--- config.mk ---
export PLATFORM = sky130hd
export DESIGN_NAME = ccr_ctrl
export DESIGN_NICKNAME = d
export VERILOG_FILES = /design/src/rtl/ccr_pkg.sv /design/src/rtl/ccr_ctrl.sv /design/src/rtl/ccr_pair_buf.sv
export VERILOG_INCLUDE_DIRS = /design/src /design/src/rtl
export SDC_FILE = /design/constraint.sdc
export NUM_CORES = 1
export LEC_CHECK = 0
export BUFFER_PORTS_ARGS = -buffer_cell sky130_fd_sc_hd__buf_4
export CORE_AREA = 3 3 96 166
export CTS_BUF_LIST = sky130_fd_sc_hd__clkbuf_4
export DETAILED_ROUTE_END_ITERATION = 12
export DIE_AREA = 0 0 99 169
export PLACE_DENSITY = 0.72
export SYNTH_ARGS = -nofsm -noshare
export SYNTH_HDL_FRONTEND = slang
export SYNTH_HIERARCHICAL = 1
export SYNTH_SLANG_ARGS = --single-unit
export TNS_END_PERCENT = 100
--- constraint.sdc ---
create_clock -name sys_clk -period 7.8 [get_ports sys_clk]
set_clock_uncertainty 0.1 [all_clocks]
set_input_delay 1.17 -clock sys_clk [delete_from_list [all_inputs] [get_ports sys_clk]]
set_output_delay 1.17 -clock sys_clk [all_outputs]
set_load 0.005 [all_outputs]
--- src/rtl/ccr_cfg.svh ---
// constants of the converter control register and its serial port
`ifndef CCR_CFG_SVH
`define CCR_CFG_SVH
`define CCR_ADDR_STATUS     6'h00
`define CCR_ADDR_CTRL       6'h01
`define CCR_ADDR_DATA       6'h02
`define CCR_CTRL_RESET      16'h0000
`define CCR_RDY_DEL_BIT     12
`define CCR_CONT_BIT        11
`define CCR_STAT_BIT        10
`define CCR_FRAME_BIT       9
`define CCR_REF_BIT         8
`define CCR_PWR_HI          7
`define CCR_PWR_LO          6
`define CCR_MODE_HI         5
`define CCR_MODE_LO         2
`define CCR_CLK_HI          1
`define CCR_CLK_LO          0
`define CCR_CMD_WRITE_N_BIT 7
`define CCR_CMD_READ_BIT    6
`define CCR_CMD_READ_DATA   8'h42
`define CCR_ONES_RESET      64
`define CCR_EXT_DIV         4
`define CCR_SYS_CLK_MHZ     40
`define CCR_RDY_DEL_SHORT_NS 10
`define CCR_RDY_DEL_LONG_NS  100
`define CCR_RDY_DEL_SHORT_CYC ((`CCR_RDY_DEL_SHORT_NS * `CCR_SYS_CLK_MHZ + 999) / 1000)
`define CCR_RDY_DEL_LONG_CYC  ((`CCR_RDY_DEL_LONG_NS * `CCR_SYS_CLK_MHZ + 999) / 1000)
`endif

--- src/rtl/ccr_pkg.sv ---
// types of the converter control register block
package ccr_pkg;
  typedef enum logic [2:0] {
    CCR_ST_IDLE = 3'h0,
    CCR_ST_CMD  = 3'h1,
    CCR_ST_WR   = 3'h3,
    CCR_ST_RD   = 3'h2,
    CCR_ST_HOLD = 3'h6
  } ccr_state_t;
  typedef enum logic [3:0] {
    CCR_MODE_CONT    = 4'h0,
    CCR_MODE_SINGLE  = 4'h1,
    CCR_MODE_STANDBY = 4'h2,
    CCR_MODE_PDOWN   = 4'h3,
    CCR_MODE_IDLE    = 4'h4,
    CCR_MODE_ZCAL    = 4'h5
  } ccr_mode_t;
  typedef enum logic [1:0] {
    CCR_CLK_INT     = 2'h0,
    CCR_CLK_INT_OUT = 2'h1,
    CCR_CLK_EXT     = 2'h2,
    CCR_CLK_EXT_DIV = 2'h3
  } ccr_clk_t;
endpackage

--- src/rtl/ccr_ctrl.sv ---
// serial port and control register of the converter
//
// Notes on behaviour
// - control register is 16 bits at address 1, msb first, resets to zero.
// - bit 12 picks 10 ns or 100 ns minimum before ready reappears.
// - with bit 11 set, data shifts out on clocks after each ready.
// - input line is sampled during continuous readout to catch that command.
// - 64 ones in a row on the input reset the device.
// - bit 10 appends the status byte after every data read.
// - bit 9 clear: pin returns to ready after the chosen delay.
// - bit 9 set: last bit is held on the pin until select rises.
// - bit 8 enables internal reference and drives it out.
// - bits 7:6 give low power for 00, mid for 01, or full power for codes 10 and 11.
// - bits 5:2 hold the four-bit operating mode.
// - bits 1:0 codes 00, 01, 10 choose internal, internal shown, external clock.
// - code 11 divides the external clock by four.
// - mode codes 0 to 5: continuous, single, standby, power-down, idle, zero cal.
// - single conversion ends in standby; ready stays low until data read.
`timescale 1ns/1ps
`default_nettype none
`include "ccr_cfg.svh"
module ccr_ctrl #(
  parameter int DW = 24,
  parameter int SW = 8
) (
  input  wire logic          sys_clk,
  input  wire logic          rst,
  input  wire logic          sclk,
  input  wire logic          cs_n,
  input  wire logic          din,
  output logic               dout_rdy,
  output logic               dout_oe,
  input  wire logic [DW-1:0] conv_data,
  input  wire logic [SW-1:0] conv_status,
  input  wire logic          conv_valid,
  output logic               conv_ready,
  input  wire logic          osc_clk,
  input  wire logic          ext_clk_in,
  output logic               clk_pin_out,
  output logic               clk_pin_oe,
  output logic               mclk_tick,
  output logic               ref_enable,
  output logic               low_power,
  output logic               mid_power,
  output logic               full_power,
  output ccr_pkg::ccr_mode_t operating_mode,
  output ccr_pkg::ccr_clk_t  clock_source
);
  import ccr_pkg::*;
  localparam int TXW = DW + SW;

  ccr_state_t     state, next_state;
  logic [15:0]    ctrl, next_ctrl;
  logic [5:0]     bit_cnt, next_bit_cnt, tx_len, next_tx_len;
  logic [15:0]    rxsh, next_rxsh;
  logic [TXW-1:0] txsh, next_txsh, head;
  logic [2:0]     hold_cnt, next_hold_cnt;
  logic [6:0]     ones_cnt, next_ones_cnt;
  logic [1:0]     div_cnt, next_div_cnt;
  logic           rd_data, next_rd_data, cont_active, next_cont_active;
  logic           sclk_q, ext_q, osc_q, next_mclk, next_clk_out;
  logic           sclk_rise, sclk_fall, ext_rise, osc_rise, soft_rst;
  logic           data_avail, pop, single_done;
  logic [7:0]     cmd_byte;

  ccr_pair_buf #(.W(TXW), .DEPTH(2)) u_buf (
    .sys_clk   (sys_clk),
    .rst       (rst),
    .in_valid  (conv_valid),
    .in_data   ({conv_data, conv_status}),
    .in_ready  (conv_ready),
    .out_ready (pop),
    .out_valid (data_avail),
    .out_data  (head)
  );

  // word and length to shift out for a read of one address
  function automatic logic [6+TXW-1:0] tx_load(input logic [5:0] addr,
                                               input logic [TXW-1:0] hd,
                                               input logic [15:0] ctl);
    unique case (addr)
      `CCR_ADDR_DATA:
        if (ctl[`CCR_STAT_BIT]) tx_load = {6'(TXW), hd};
        else tx_load = {6'(DW), hd[TXW-1:SW], {SW{1'b0}}};
      `CCR_ADDR_CTRL:   tx_load = {6'h10, ctl, {(TXW-16){1'b0}}};
      `CCR_ADDR_STATUS: tx_load = {6'(SW), hd[SW-1:0], {DW{1'b0}}};
      default:          tx_load = {6'(SW), {TXW{1'b0}}};
    endcase
  endfunction

  assign sclk_rise   = sclk & ~sclk_q;
  assign sclk_fall   = ~sclk & sclk_q;
  assign ext_rise    = ext_clk_in & ~ext_q;
  assign osc_rise    = osc_clk & ~osc_q;
  assign cmd_byte    = {rxsh[6:0], din};
  assign soft_rst    = sclk_rise & din & (ones_cnt == 7'(`CCR_ONES_RESET - 1));
  assign single_done = conv_valid & conv_ready
                       & (ctrl[`CCR_MODE_HI:`CCR_MODE_LO] == CCR_MODE_SINGLE);
  // pin shows shifted data while a read runs, otherwise active-low ready
  assign dout_rdy    = (state == CCR_ST_RD || state == CCR_ST_HOLD) ? txsh[TXW-1] : ~data_avail;
  assign dout_oe     = ~cs_n;
  assign ref_enable  = ctrl[`CCR_REF_BIT];
  assign low_power   = (ctrl[`CCR_PWR_HI:`CCR_PWR_LO] == 2'h0);
  assign mid_power   = (ctrl[`CCR_PWR_HI:`CCR_PWR_LO] == 2'h1);
  assign full_power  = ctrl[`CCR_PWR_HI];
  assign operating_mode = ccr_mode_t'(ctrl[`CCR_MODE_HI:`CCR_MODE_LO]);
  assign clock_source   = ccr_clk_t'(ctrl[`CCR_CLK_HI:`CCR_CLK_LO]);
  assign clk_pin_oe     = (clock_source == CCR_CLK_INT_OUT);

  always_comb begin
    next_state       = state;
    next_ctrl        = ctrl;
    next_bit_cnt     = bit_cnt;
    next_tx_len      = tx_len;
    next_rxsh        = rxsh;
    next_txsh        = txsh;
    next_hold_cnt    = hold_cnt;
    next_rd_data     = rd_data;
    next_cont_active = cont_active;
    next_ones_cnt    = ones_cnt;
    pop              = 1'b0;
    if (sclk_rise) begin
      next_ones_cnt = din ? ones_cnt + 7'h01 : 7'h00;
      next_rxsh     = {rxsh[14:0], din};
    end
    unique case (state)
      CCR_ST_IDLE: begin
        if (!cs_n) begin
          if (cont_active && data_avail) begin
            if (sclk_fall) begin
              {next_tx_len, next_txsh} = tx_load(`CCR_ADDR_DATA, head, ctrl);
              next_rd_data = 1'b1;
              next_bit_cnt = 6'h00;
              next_state   = CCR_ST_RD;
            end
          end else if (sclk_rise && !cont_active) begin
            next_bit_cnt = 6'h01;
            next_state   = CCR_ST_CMD;
          end
        end
      end
      CCR_ST_CMD: begin
        if (sclk_rise) begin
          next_bit_cnt = bit_cnt + 6'h01;
          if (bit_cnt == 6'h07) begin
            next_bit_cnt = 6'h00;
            if (cmd_byte[`CCR_CMD_WRITE_N_BIT]) begin
              next_state = CCR_ST_IDLE;
            end else if (!cmd_byte[`CCR_CMD_READ_BIT]) begin
              next_state = (cmd_byte[5:0] == `CCR_ADDR_CTRL) ? CCR_ST_WR : CCR_ST_IDLE;
            end else begin
              {next_tx_len, next_txsh} = tx_load(cmd_byte[5:0], head, ctrl);
              next_rd_data = (cmd_byte[5:0] == `CCR_ADDR_DATA);
              if (next_rd_data && ctrl[`CCR_CONT_BIT]) begin
                next_cont_active = 1'b1;
              end
              next_state = CCR_ST_RD;
            end
          end
        end
      end
      CCR_ST_WR: begin
        if (sclk_rise) begin
          next_bit_cnt = bit_cnt + 6'h01;
          if (bit_cnt == 6'h0f) begin
            next_ctrl  = {rxsh[14:0], din};
            next_state = CCR_ST_IDLE;
          end
        end
      end
      CCR_ST_RD: begin
        if (sclk_rise) begin
          next_bit_cnt = bit_cnt + 6'h01;
          if (cont_active && bit_cnt == 6'h07 && cmd_byte == `CCR_CMD_READ_DATA) begin
            next_cont_active = 1'b0;
          end
          if (bit_cnt == tx_len - 6'h01) begin
            pop           = rd_data & data_avail;
            next_hold_cnt = ctrl[`CCR_RDY_DEL_BIT] ? 3'(`CCR_RDY_DEL_LONG_CYC)
                                                   : 3'(`CCR_RDY_DEL_SHORT_CYC);
            next_state    = CCR_ST_HOLD;
          end
        end else if (sclk_fall && bit_cnt != 6'h00) begin
          next_txsh = {txsh[TXW-2:0], 1'b0};
        end
      end
      CCR_ST_HOLD: begin
        // framing holds the last bit; otherwise ready comes back after the delay
        if (!ctrl[`CCR_FRAME_BIT]) begin
          if (hold_cnt <= 3'h1) next_state = CCR_ST_IDLE;
          else next_hold_cnt = hold_cnt - 3'h1;
        end
      end
      default: next_state = CCR_ST_IDLE;
    endcase
    if (cs_n) begin
      next_state = CCR_ST_IDLE;
    end
    if (single_done) begin
      next_ctrl[`CCR_MODE_HI:`CCR_MODE_LO] = CCR_MODE_STANDBY;
    end
    if (soft_rst) begin
      next_state       = CCR_ST_IDLE;
      next_ctrl        = `CCR_CTRL_RESET;
      next_cont_active = 1'b0;
      next_ones_cnt    = 7'h00;
    end
  end

  always_comb begin
    next_div_cnt = div_cnt;
    if (clock_source == CCR_CLK_EXT_DIV && ext_rise) begin
      next_div_cnt = div_cnt + 2'h1;
    end
    unique case (clock_source)
      CCR_CLK_INT, CCR_CLK_INT_OUT: next_mclk = osc_rise;
      CCR_CLK_EXT:     next_mclk = ext_rise;
      CCR_CLK_EXT_DIV: next_mclk = ext_rise && div_cnt == 2'(`CCR_EXT_DIV - 1);
    endcase
    next_clk_out = clk_pin_oe & osc_clk;
  end

  always_ff @(posedge sys_clk) begin
    if (rst) begin
      state       <= CCR_ST_IDLE;
      ctrl        <= `CCR_CTRL_RESET;
      bit_cnt     <= 6'h00;
      tx_len      <= 6'h00;
      rxsh        <= 16'h0000;
      txsh        <= '0;
      hold_cnt    <= 3'h0;
      rd_data     <= 1'b0;
      cont_active <= 1'b0;
      ones_cnt    <= 7'h00;
      div_cnt     <= 2'h0;
      sclk_q      <= 1'b1;
      ext_q       <= 1'b0;
      osc_q       <= 1'b0;
      mclk_tick   <= 1'b0;
      clk_pin_out <= 1'b0;
    end else begin
      state       <= next_state;
      ctrl        <= next_ctrl;
      bit_cnt     <= next_bit_cnt;
      tx_len      <= next_tx_len;
      rxsh        <= next_rxsh;
      txsh        <= next_txsh;
      hold_cnt    <= next_hold_cnt;
      rd_data     <= next_rd_data;
      cont_active <= next_cont_active;
      ones_cnt    <= next_ones_cnt;
      div_cnt     <= next_div_cnt;
      sclk_q      <= sclk;
      ext_q       <= ext_clk_in;
      osc_q       <= osc_clk;
      mclk_tick   <= next_mclk;
      clk_pin_out <= next_clk_out;
    end
  end
endmodule // ccr_ctrl
`default_nettype wire

--- src/rtl/ccr_pair_buf.sv ---
// small result buffer with valid/ready on both sides
`timescale 1ns/1ps
`default_nettype none
module ccr_pair_buf #(
  parameter int W     = 32,
  parameter int DEPTH = 2,
  localparam int AW   = (DEPTH > 1) ? $clog2(DEPTH) : 1
) (
  input  wire logic         sys_clk,
  input  wire logic         rst,
  input  wire logic         in_valid,
  input  wire logic [W-1:0] in_data,
  output logic              in_ready,
  input  wire logic         out_ready,
  output logic              out_valid,
  output logic [W-1:0]      out_data
);
  logic [W-1:0]  mem [DEPTH];
  logic [AW-1:0] wr_ptr, rd_ptr, next_wr_ptr, next_rd_ptr;
  logic [AW:0]   count, next_count;
  logic          push, pop;

  function automatic logic [AW-1:0] bump(input logic [AW-1:0] p);
    bump = (p == AW'(DEPTH - 1)) ? '0 : p + 1'b1;
  endfunction

  assign in_ready  = (count != (AW+1)'(DEPTH));
  assign out_valid = (count != '0);
  assign out_data  = mem[rd_ptr];
  assign push      = in_valid & in_ready;
  assign pop       = out_valid & out_ready;

  always_comb begin
    next_wr_ptr = push ? bump(wr_ptr) : wr_ptr;
    next_rd_ptr = pop ? bump(rd_ptr) : rd_ptr;
    next_count  = count + {{AW{1'b0}}, push} - {{AW{1'b0}}, pop};
  end

  always_ff @(posedge sys_clk) begin
    if (rst) begin
      wr_ptr <= '0;
      rd_ptr <= '0;
      count  <= '0;
    end else begin
      wr_ptr <= next_wr_ptr;
      rd_ptr <= next_rd_ptr;
      count  <= next_count;
    end
    if (push) begin
      mem[wr_ptr] <= in_data;
    end
  end
endmodule // ccr_pair_buf
`default_nettype wire

# After elaboration in Yosys (flattened, before gate mapping)
# Memories as Yosys holds them, arrays and structs flattened. A register that Yosys moved wholly into a read port is not among the register bits.
# Cells that the tools add are included.
totals:
  ram_bits: 64
  out_inout_bits: 16
  register_bits: 101
  inputBits: 40
  mem_count: 1
  elab_cells: 206
mem_list:
  columns: ["memory", "depth", "width", "read_ports", "rd_ports_with_merged_regs", "write_ports", "line", "rtl"]
  rows:
  - ["u_buf.mem", 2, 32, 1, 1, 1, "ccr_pair_buf.sv:18", "logic [W-1:0] mem [DEPTH];"]
op_classes:
  addsub: 9
  bitwise: 17
  eq_ne: 39
  reduce_logical: 37
  mux: 81
  magnitude_cmp: 1
ops:
  columns: ["op", "count"]
  rows:
  - ["32-bit two-way mux", 9]
  - ["38-bit case mux with 3 select lines", 1]
  - ["32-bit case mux with 3 select lines", 1]
  - ["6-bit two-way mux", 14]
  - ["3-bit two-way mux", 16]
  - ["38-bit two-way mux", 1]
  - ["2-bit != test, second input constant", 15]
  - ["1-bit two-way mux", 24]
  - ["10-bit AND reduction", 2]
  - ["6-bit case mux with 3 select lines", 1]
  - ["8-bit AND reduction", 2]
  - ["3-bit case mux with 5 select lines", 1]
  - ["2-bit nonzero test", 7]
  - ["4-bit two-way mux", 3]
  - ["6-bit case mux with 2 select lines", 1]
  - ["1-bit bitwise AND", 11]
  - ["2-bit by 1-bit != test with 1-bit output, second input constant", 5]
  - ["8-bit by 7-bit == test with 1-bit output, second input constant", 1]
  - ["1-bit logical AND", 8]
  - ["2-bit two-way mux", 4]
  - ["7-bit by 1-bit adder with 7-bit output, second input constant", 1]
  - ["7-bit by 6-bit == test with 1-bit output, second input constant", 1]
  - ["7-bit two-way mux", 1]
  - ["6-bit by 1-bit adder with 6-bit output, second input constant", 1]
  - ["35 further kinds", 53]

# Depth between registers and ports, before layout
logic_depth:
  ltp_word: 8
  ltp_mapped: 13

# By module
# Netlist, hierarchy kept.
by_module_without_submodules:
  columns: ["module", "area_each_um2", "cells_each", "instances", "seq_area_each_um2"]
  rows:
  - ["ccr_ctrl", 4747.1, 553, 1, 1881.8]
  - ["ccr_pair_buf", 2566.2, 129, 1, 2021.9]

# Worst setup path before layout
# No wires, ideal clock.
synth_timing:
  kind: "in2reg"
  startpoint: "input sclk"
  endpoint: "register u_buf.count[1]"
  setup_slack_ns: 4.742
  path_stages: 10
  n_path_buf: 1
  t_arrival_ns: 2.834
  required_time_ns: 7.577
  setup_ns: 0.123
  cell_sequence: "nor2b_1 > clkbuf_1 > nand4_1 > nor2_1 > nand3_1 > o21ai_0 > nor2_1 > ha_1 > and2b_1 > mux2_1"
synth_between:
  elab_chain_len: 5
synth_lines:
  columns: ["item", "line", "rtl"]
  rows:
  - ["from (decl)", "ccr_ctrl.sv:28", "input wire logic sclk,"]
  - ["1-bit bitwise AND", "ccr_ctrl.sv:91", "assign sclk_rise = sclk & ~sclk_q;"]
  - ["1-bit two-way mux", "ccr_ctrl.sv:172", "if (sclk_rise) begin"]
  - ["1-bit two-way mux", "ccr_ctrl.sv:126", "unique case (state)"]
  - ["via pop", "ccr_ctrl.sv:63", "logic data_avail, pop, single_done;"]
  - ["1-bit bitwise AND", "ccr_pair_buf.sv:31", "assign pop = out_valid & out_ready;"]
  - ["2-bit by 1-bit subtractor with 2-bit output", "ccr_pair_buf.sv:36", "next_count = count + {{AW{1'b0}}, push} - {{AW{1'b0}}, pop};"]
  - ["to (signal assigned)", "ccr_pair_buf.sv:47", "count <= next_count;"]
  - ["to (decl)", "ccr_pair_buf.sv:20", "logic [AW:0] count, next_count;"]
# The timed path passes the listed nets, and every way through them passes these cells.
# A chain may end at the register's enable or synchronous reset.

# Worst setup path in the final report
layout_timing:
  startpoint: "register state[2]"
  endpoint: "register hold_cnt[0]"
layout_between:
  elab_chain_len: 3
  elab_cells_between_ends: 9
layout_lines:
  columns: ["item", "line", "rtl"]
  rows:
  - ["from (decl)", "ccr_ctrl.sv:52", "ccr_state_t state, next_state;"]
  - ["from (signal assigned)", "ccr_ctrl.sv:242", "state <= next_state;"]
  - ["3-bit == test / 3-bit by 2-bit == test with 1-bit output (equally long branches)", "ccr_ctrl.sv:126", null]
  - ["2-bit != test (no source line) (tied with other cells)", null, null]
  - ["5-bit AND reduction (no source line)", null, null]
  - ["to (signal assigned)", "ccr_ctrl.sv:248", "hold_cnt <= next_hold_cnt;"]
  - ["to (decl)", "ccr_ctrl.sv:57", "logic [2:0] hold_cnt, next_hold_cnt;"]
# Parallel ways exist; a longest one is shown, timed or not.

==> run metrics <==
TNS Setup=0 ps; number of enable flip-flop cells after synthesis=64; number of vias in the routed layout=approximately 5.4k; worst stage delay on the critical path=1040 ps; power density normalized to cell area=206.1 nW/um^2; Max FO, Critical Path=34; number of instances in the placed design=876; number of cells produced by synthesis=682; nature of the critical path startpoint=flip-flop; total detailed-routing wirelength=between 15000 and 20000 um; initial antenna violation count=1; CTS Hold Bufs=0; arrival time worst endpoint=around 3600 ps; worst slew margin relative to its limit=0.1517; critical-path cell list=clkinv_1, o31ai_1, a211oi_1, o32ai_1; required time reported for the critical path endpoint=roughly 8100 ps; Crit Path Class=flip-flop to flip-flop; vias in the first global route=between 5k and 6k; pin count of the biggest net entering global routing=70; Die Height=169 um; part of the Yosys area used for sequential elements=0.5338; clock buffer count from CTS=17; R2R cell count=4; clk slew on worst S/H paths=about 140 ps; standard cell core area=~15000 um^2; Finished Core Util=0.5459; run status=finished, final reports clean; net total in the final layout=760; FFs w/ async S/R, synth=0; most used flip-flop cell after synthesis=dfxtp_1; hold crit path type=flip-flop to flip-flop; share of synthesized area spent on multiplexers=0.07956; layout cells sized above 1=0.1972; type of element capturing the critical path=flip-flop; TritonRoute pass-1 iters=5; antenna-violating nets left=0; average wire length per cell after detail routing=17.56 um; total buffers and inverters traversed by the critical path=1; total die area=16730 um^2; number of instances on the worst hold path=2; leak pwr=between 0.002 and 0.003 uW; dominant combinational cell family by area after synthesis=compound AO/OA/AOI/OAI gates; detailed router's first-iteration violation count=320; Ports=56; Final Max Slew Viols=0; final-report hold violation count=0; Buffers on Ports=between 50 and 60; unrepaired setup endpoints after global routing=false; Clock Root Buffer=clkbuf_4; Post-Synth Simple-Gate Area=0.1358; synthesized area=between 7000 and 8000 um^2; arithmetic-cell share of the synthesized area counting full adders, half adders and majority gates=0.01369; Synth Area per Inst=~11 um^2; clock tree from TritonCTS=yes; number of vias per cell after detailed routing=between 5 and 6; synth warn=6; post-detailed-placement half-perimeter wirelength=11010 um; most common library cell in the layout ignoring fill and taps=dfxtp_1; number of rows created at floorplan=59; leading cell types in the layout, fill and taps excluded=dfxtp_1 (99), a21oi_1 (72), edfxtp_1 (64); worst slack, placed=4017 ps; area added between synthesis and finish=10.76%; H-tree lvl count=4; number of flip-flops and latches in the synthesized netlist=approximately 160; cell count along the critical path=4; die extent in x=slightly below 100 um; number of fillers in the final layout=~1.3k; setup violation total in the final timing report=0; GR Util All Layers=0.1951; clock latency reported for the late side of the worst-skew pair=about 550 ps; Longest Clk Path Bufs=2; final std cells w/o fill=between 900 and 1k; first-pass GRT wire length=approximately 27000 um; post-layout minimum cycle time=~3300 ps; Synth Area in XOR/XNOR=0.01044; CP max-delay cell=clkinv_1; routability-driven placement congestion ratio=between 0.8 and 0.9; buffer count from post-CTS setup fixing=0; clock net sink count=roughly 160; compound-gate portion of the synthesized area=0.1798; final worst path period share=0.4211; overall overflow remaining after global route=0; max-cap viol count=0; VDD IR-drop max=between 100 and 150 uV; count of distinct cell types in the synthesized netlist=70; Worst Slack Setup Final=4516 ps; number of resized instances in the post-cts repair step=0; syn nets=730; timing-limited maximum frequency=just over 0.3 GHz; post-layout total power=1669 uW; number of DRC violations after detailed routing=0; initial core utilization=0.4929; pin slew with the least headroom to its limit=~1300 ps; critical path's top delay family=compound AO/OA/AOI/OAI gates
==> final cells by class <==
type,instances,area (um^2),share of cell area
Clock inverter,15,216.5,0.02672
Tap cell,183,229.0,0.02827
Sequential cell,163,3904,0.4819
Clock buffer,17,127.6,0.01576
Timing Repair Buffer,63,473.0,0.05839
Antenna cell,1,2.502,0.0003089
Inverter,15,56.30,0.006951
Multi-Input combinational cell,452,3092,0.3817
==> power by group <==
| group | total [uW] | switching (uW) | internal (uW) |
|---|---|---|---|
| clock network | 584 | 318 | 265 |
| registers | 937 | 16.4 | 920 |
| logic | 149 | 88.1 | 60.7 |
| total | 1670 | 423 | 1250 |
==> flip-flops by register name, indices dropped and copies added, names as in the netlist, 3 cells and up, named ones only <==
| name | cells |
|---|---|
| bit_cnt | 6 |
| ctrl | 16 |
| hold_cnt | 3 |
| ones_cnt | 7 |
| rxsh | 15 |
| state | 3 |
| tx_len | 3 |
| txsh | 32 |
| u_buf/mem | 64 |
==> stage by stage <==
stage          cell area (um^2)  hold WS [ps]
2_1_floorplan              7313         336.0
3_3_place_gp               7754         354.2
3_5_place_dp               7754         366.9
4_1_cts                    8098         386.7
5_1_grt                    8100         408.4
6_report                   8100         384.5
==> layer usage <==
metal / up-vias / GRT usage / wire (um)
li1: 2609 / - / -
met1: 2610 / 0.2372 / 6429
met2: 164 / 0.3311 / 8394
met3: 35 / 0.03794 / 640
met4: 0 / 0.08918 / 494
met5: - / 0 / 0
==> worst reg2reg max path, cell delays in order, from the launching register on <==
cell      delay, ps
dfxtp_1         840
clkinv_1       1050
o31ai_1         810
a211oi_1        120
o32ai_1         270
==> final timing paths <==
check                         from                       end  slack [ps]
min reg2reg   rxsh[8]$_SDFFE_PP0P_      rxsh[9]$_SDFFE_PP0P_         380
min           rxsh[8]$_SDFFE_PP0P_      rxsh[9]$_SDFFE_PP0P_         380
max          state[2]$_SDFFE_PP0P_  hold_cnt[0]$_SDFFE_PP0P_        4520
max reg2reg  state[2]$_SDFFE_PP0P_  hold_cnt[0]$_SDFFE_PP0P_        4520
==> synth_stat cells, types with 3 or more instances <==
library cell,instances,share of area
a211oi_1,39,0.040
a21oi_1,72,0.049
a221oi_1,17,0.020
a22o_1,9,0.011
a22oi_1,18,0.018
and2_1,3,0.0026
and3_1,5,0.0043
buf_2,8,0.0055
buf_4,10,0.010
buf_6,5,0.0077
clkbuf_1,26,0.013
dfxtp_1,99,0.27
edfxtp_1,64,0.26
ha_1,8,0.014
inv_1,14,0.0072
mux2_1,3,0.0046
mux2_2,30,0.046
mux2i_1,21,0.029
nand2_1,40,0.021
nand2b_1,8,0.0068
nand3_1,23,0.016
nand3b_1,3,0.0031
nand4_1,8,0.0068
nor2_1,56,0.029
nor2b_1,12,0.010
nor3_1,5,0.0034
nor3b_1,6,0.0062
nor4_1,4,0.0034
o211ai_1,3,0.0031
o21ai_0,12,0.0082
or2_2,3,0.0026
xnor2_1,3,0.0036
xor2_1,3,0.0036
==> cell families after synthesis <==
family	count (synthesis)
buffers and inverters	67
AO/OA/AOI/OAI	192
XOR/XNOR	7
flip-flops	163
adder cells (fa/ha/maj)	8
multiplexers	54
AND/OR/NAND/NOR	191
Power figures use the tool's default switching activity.
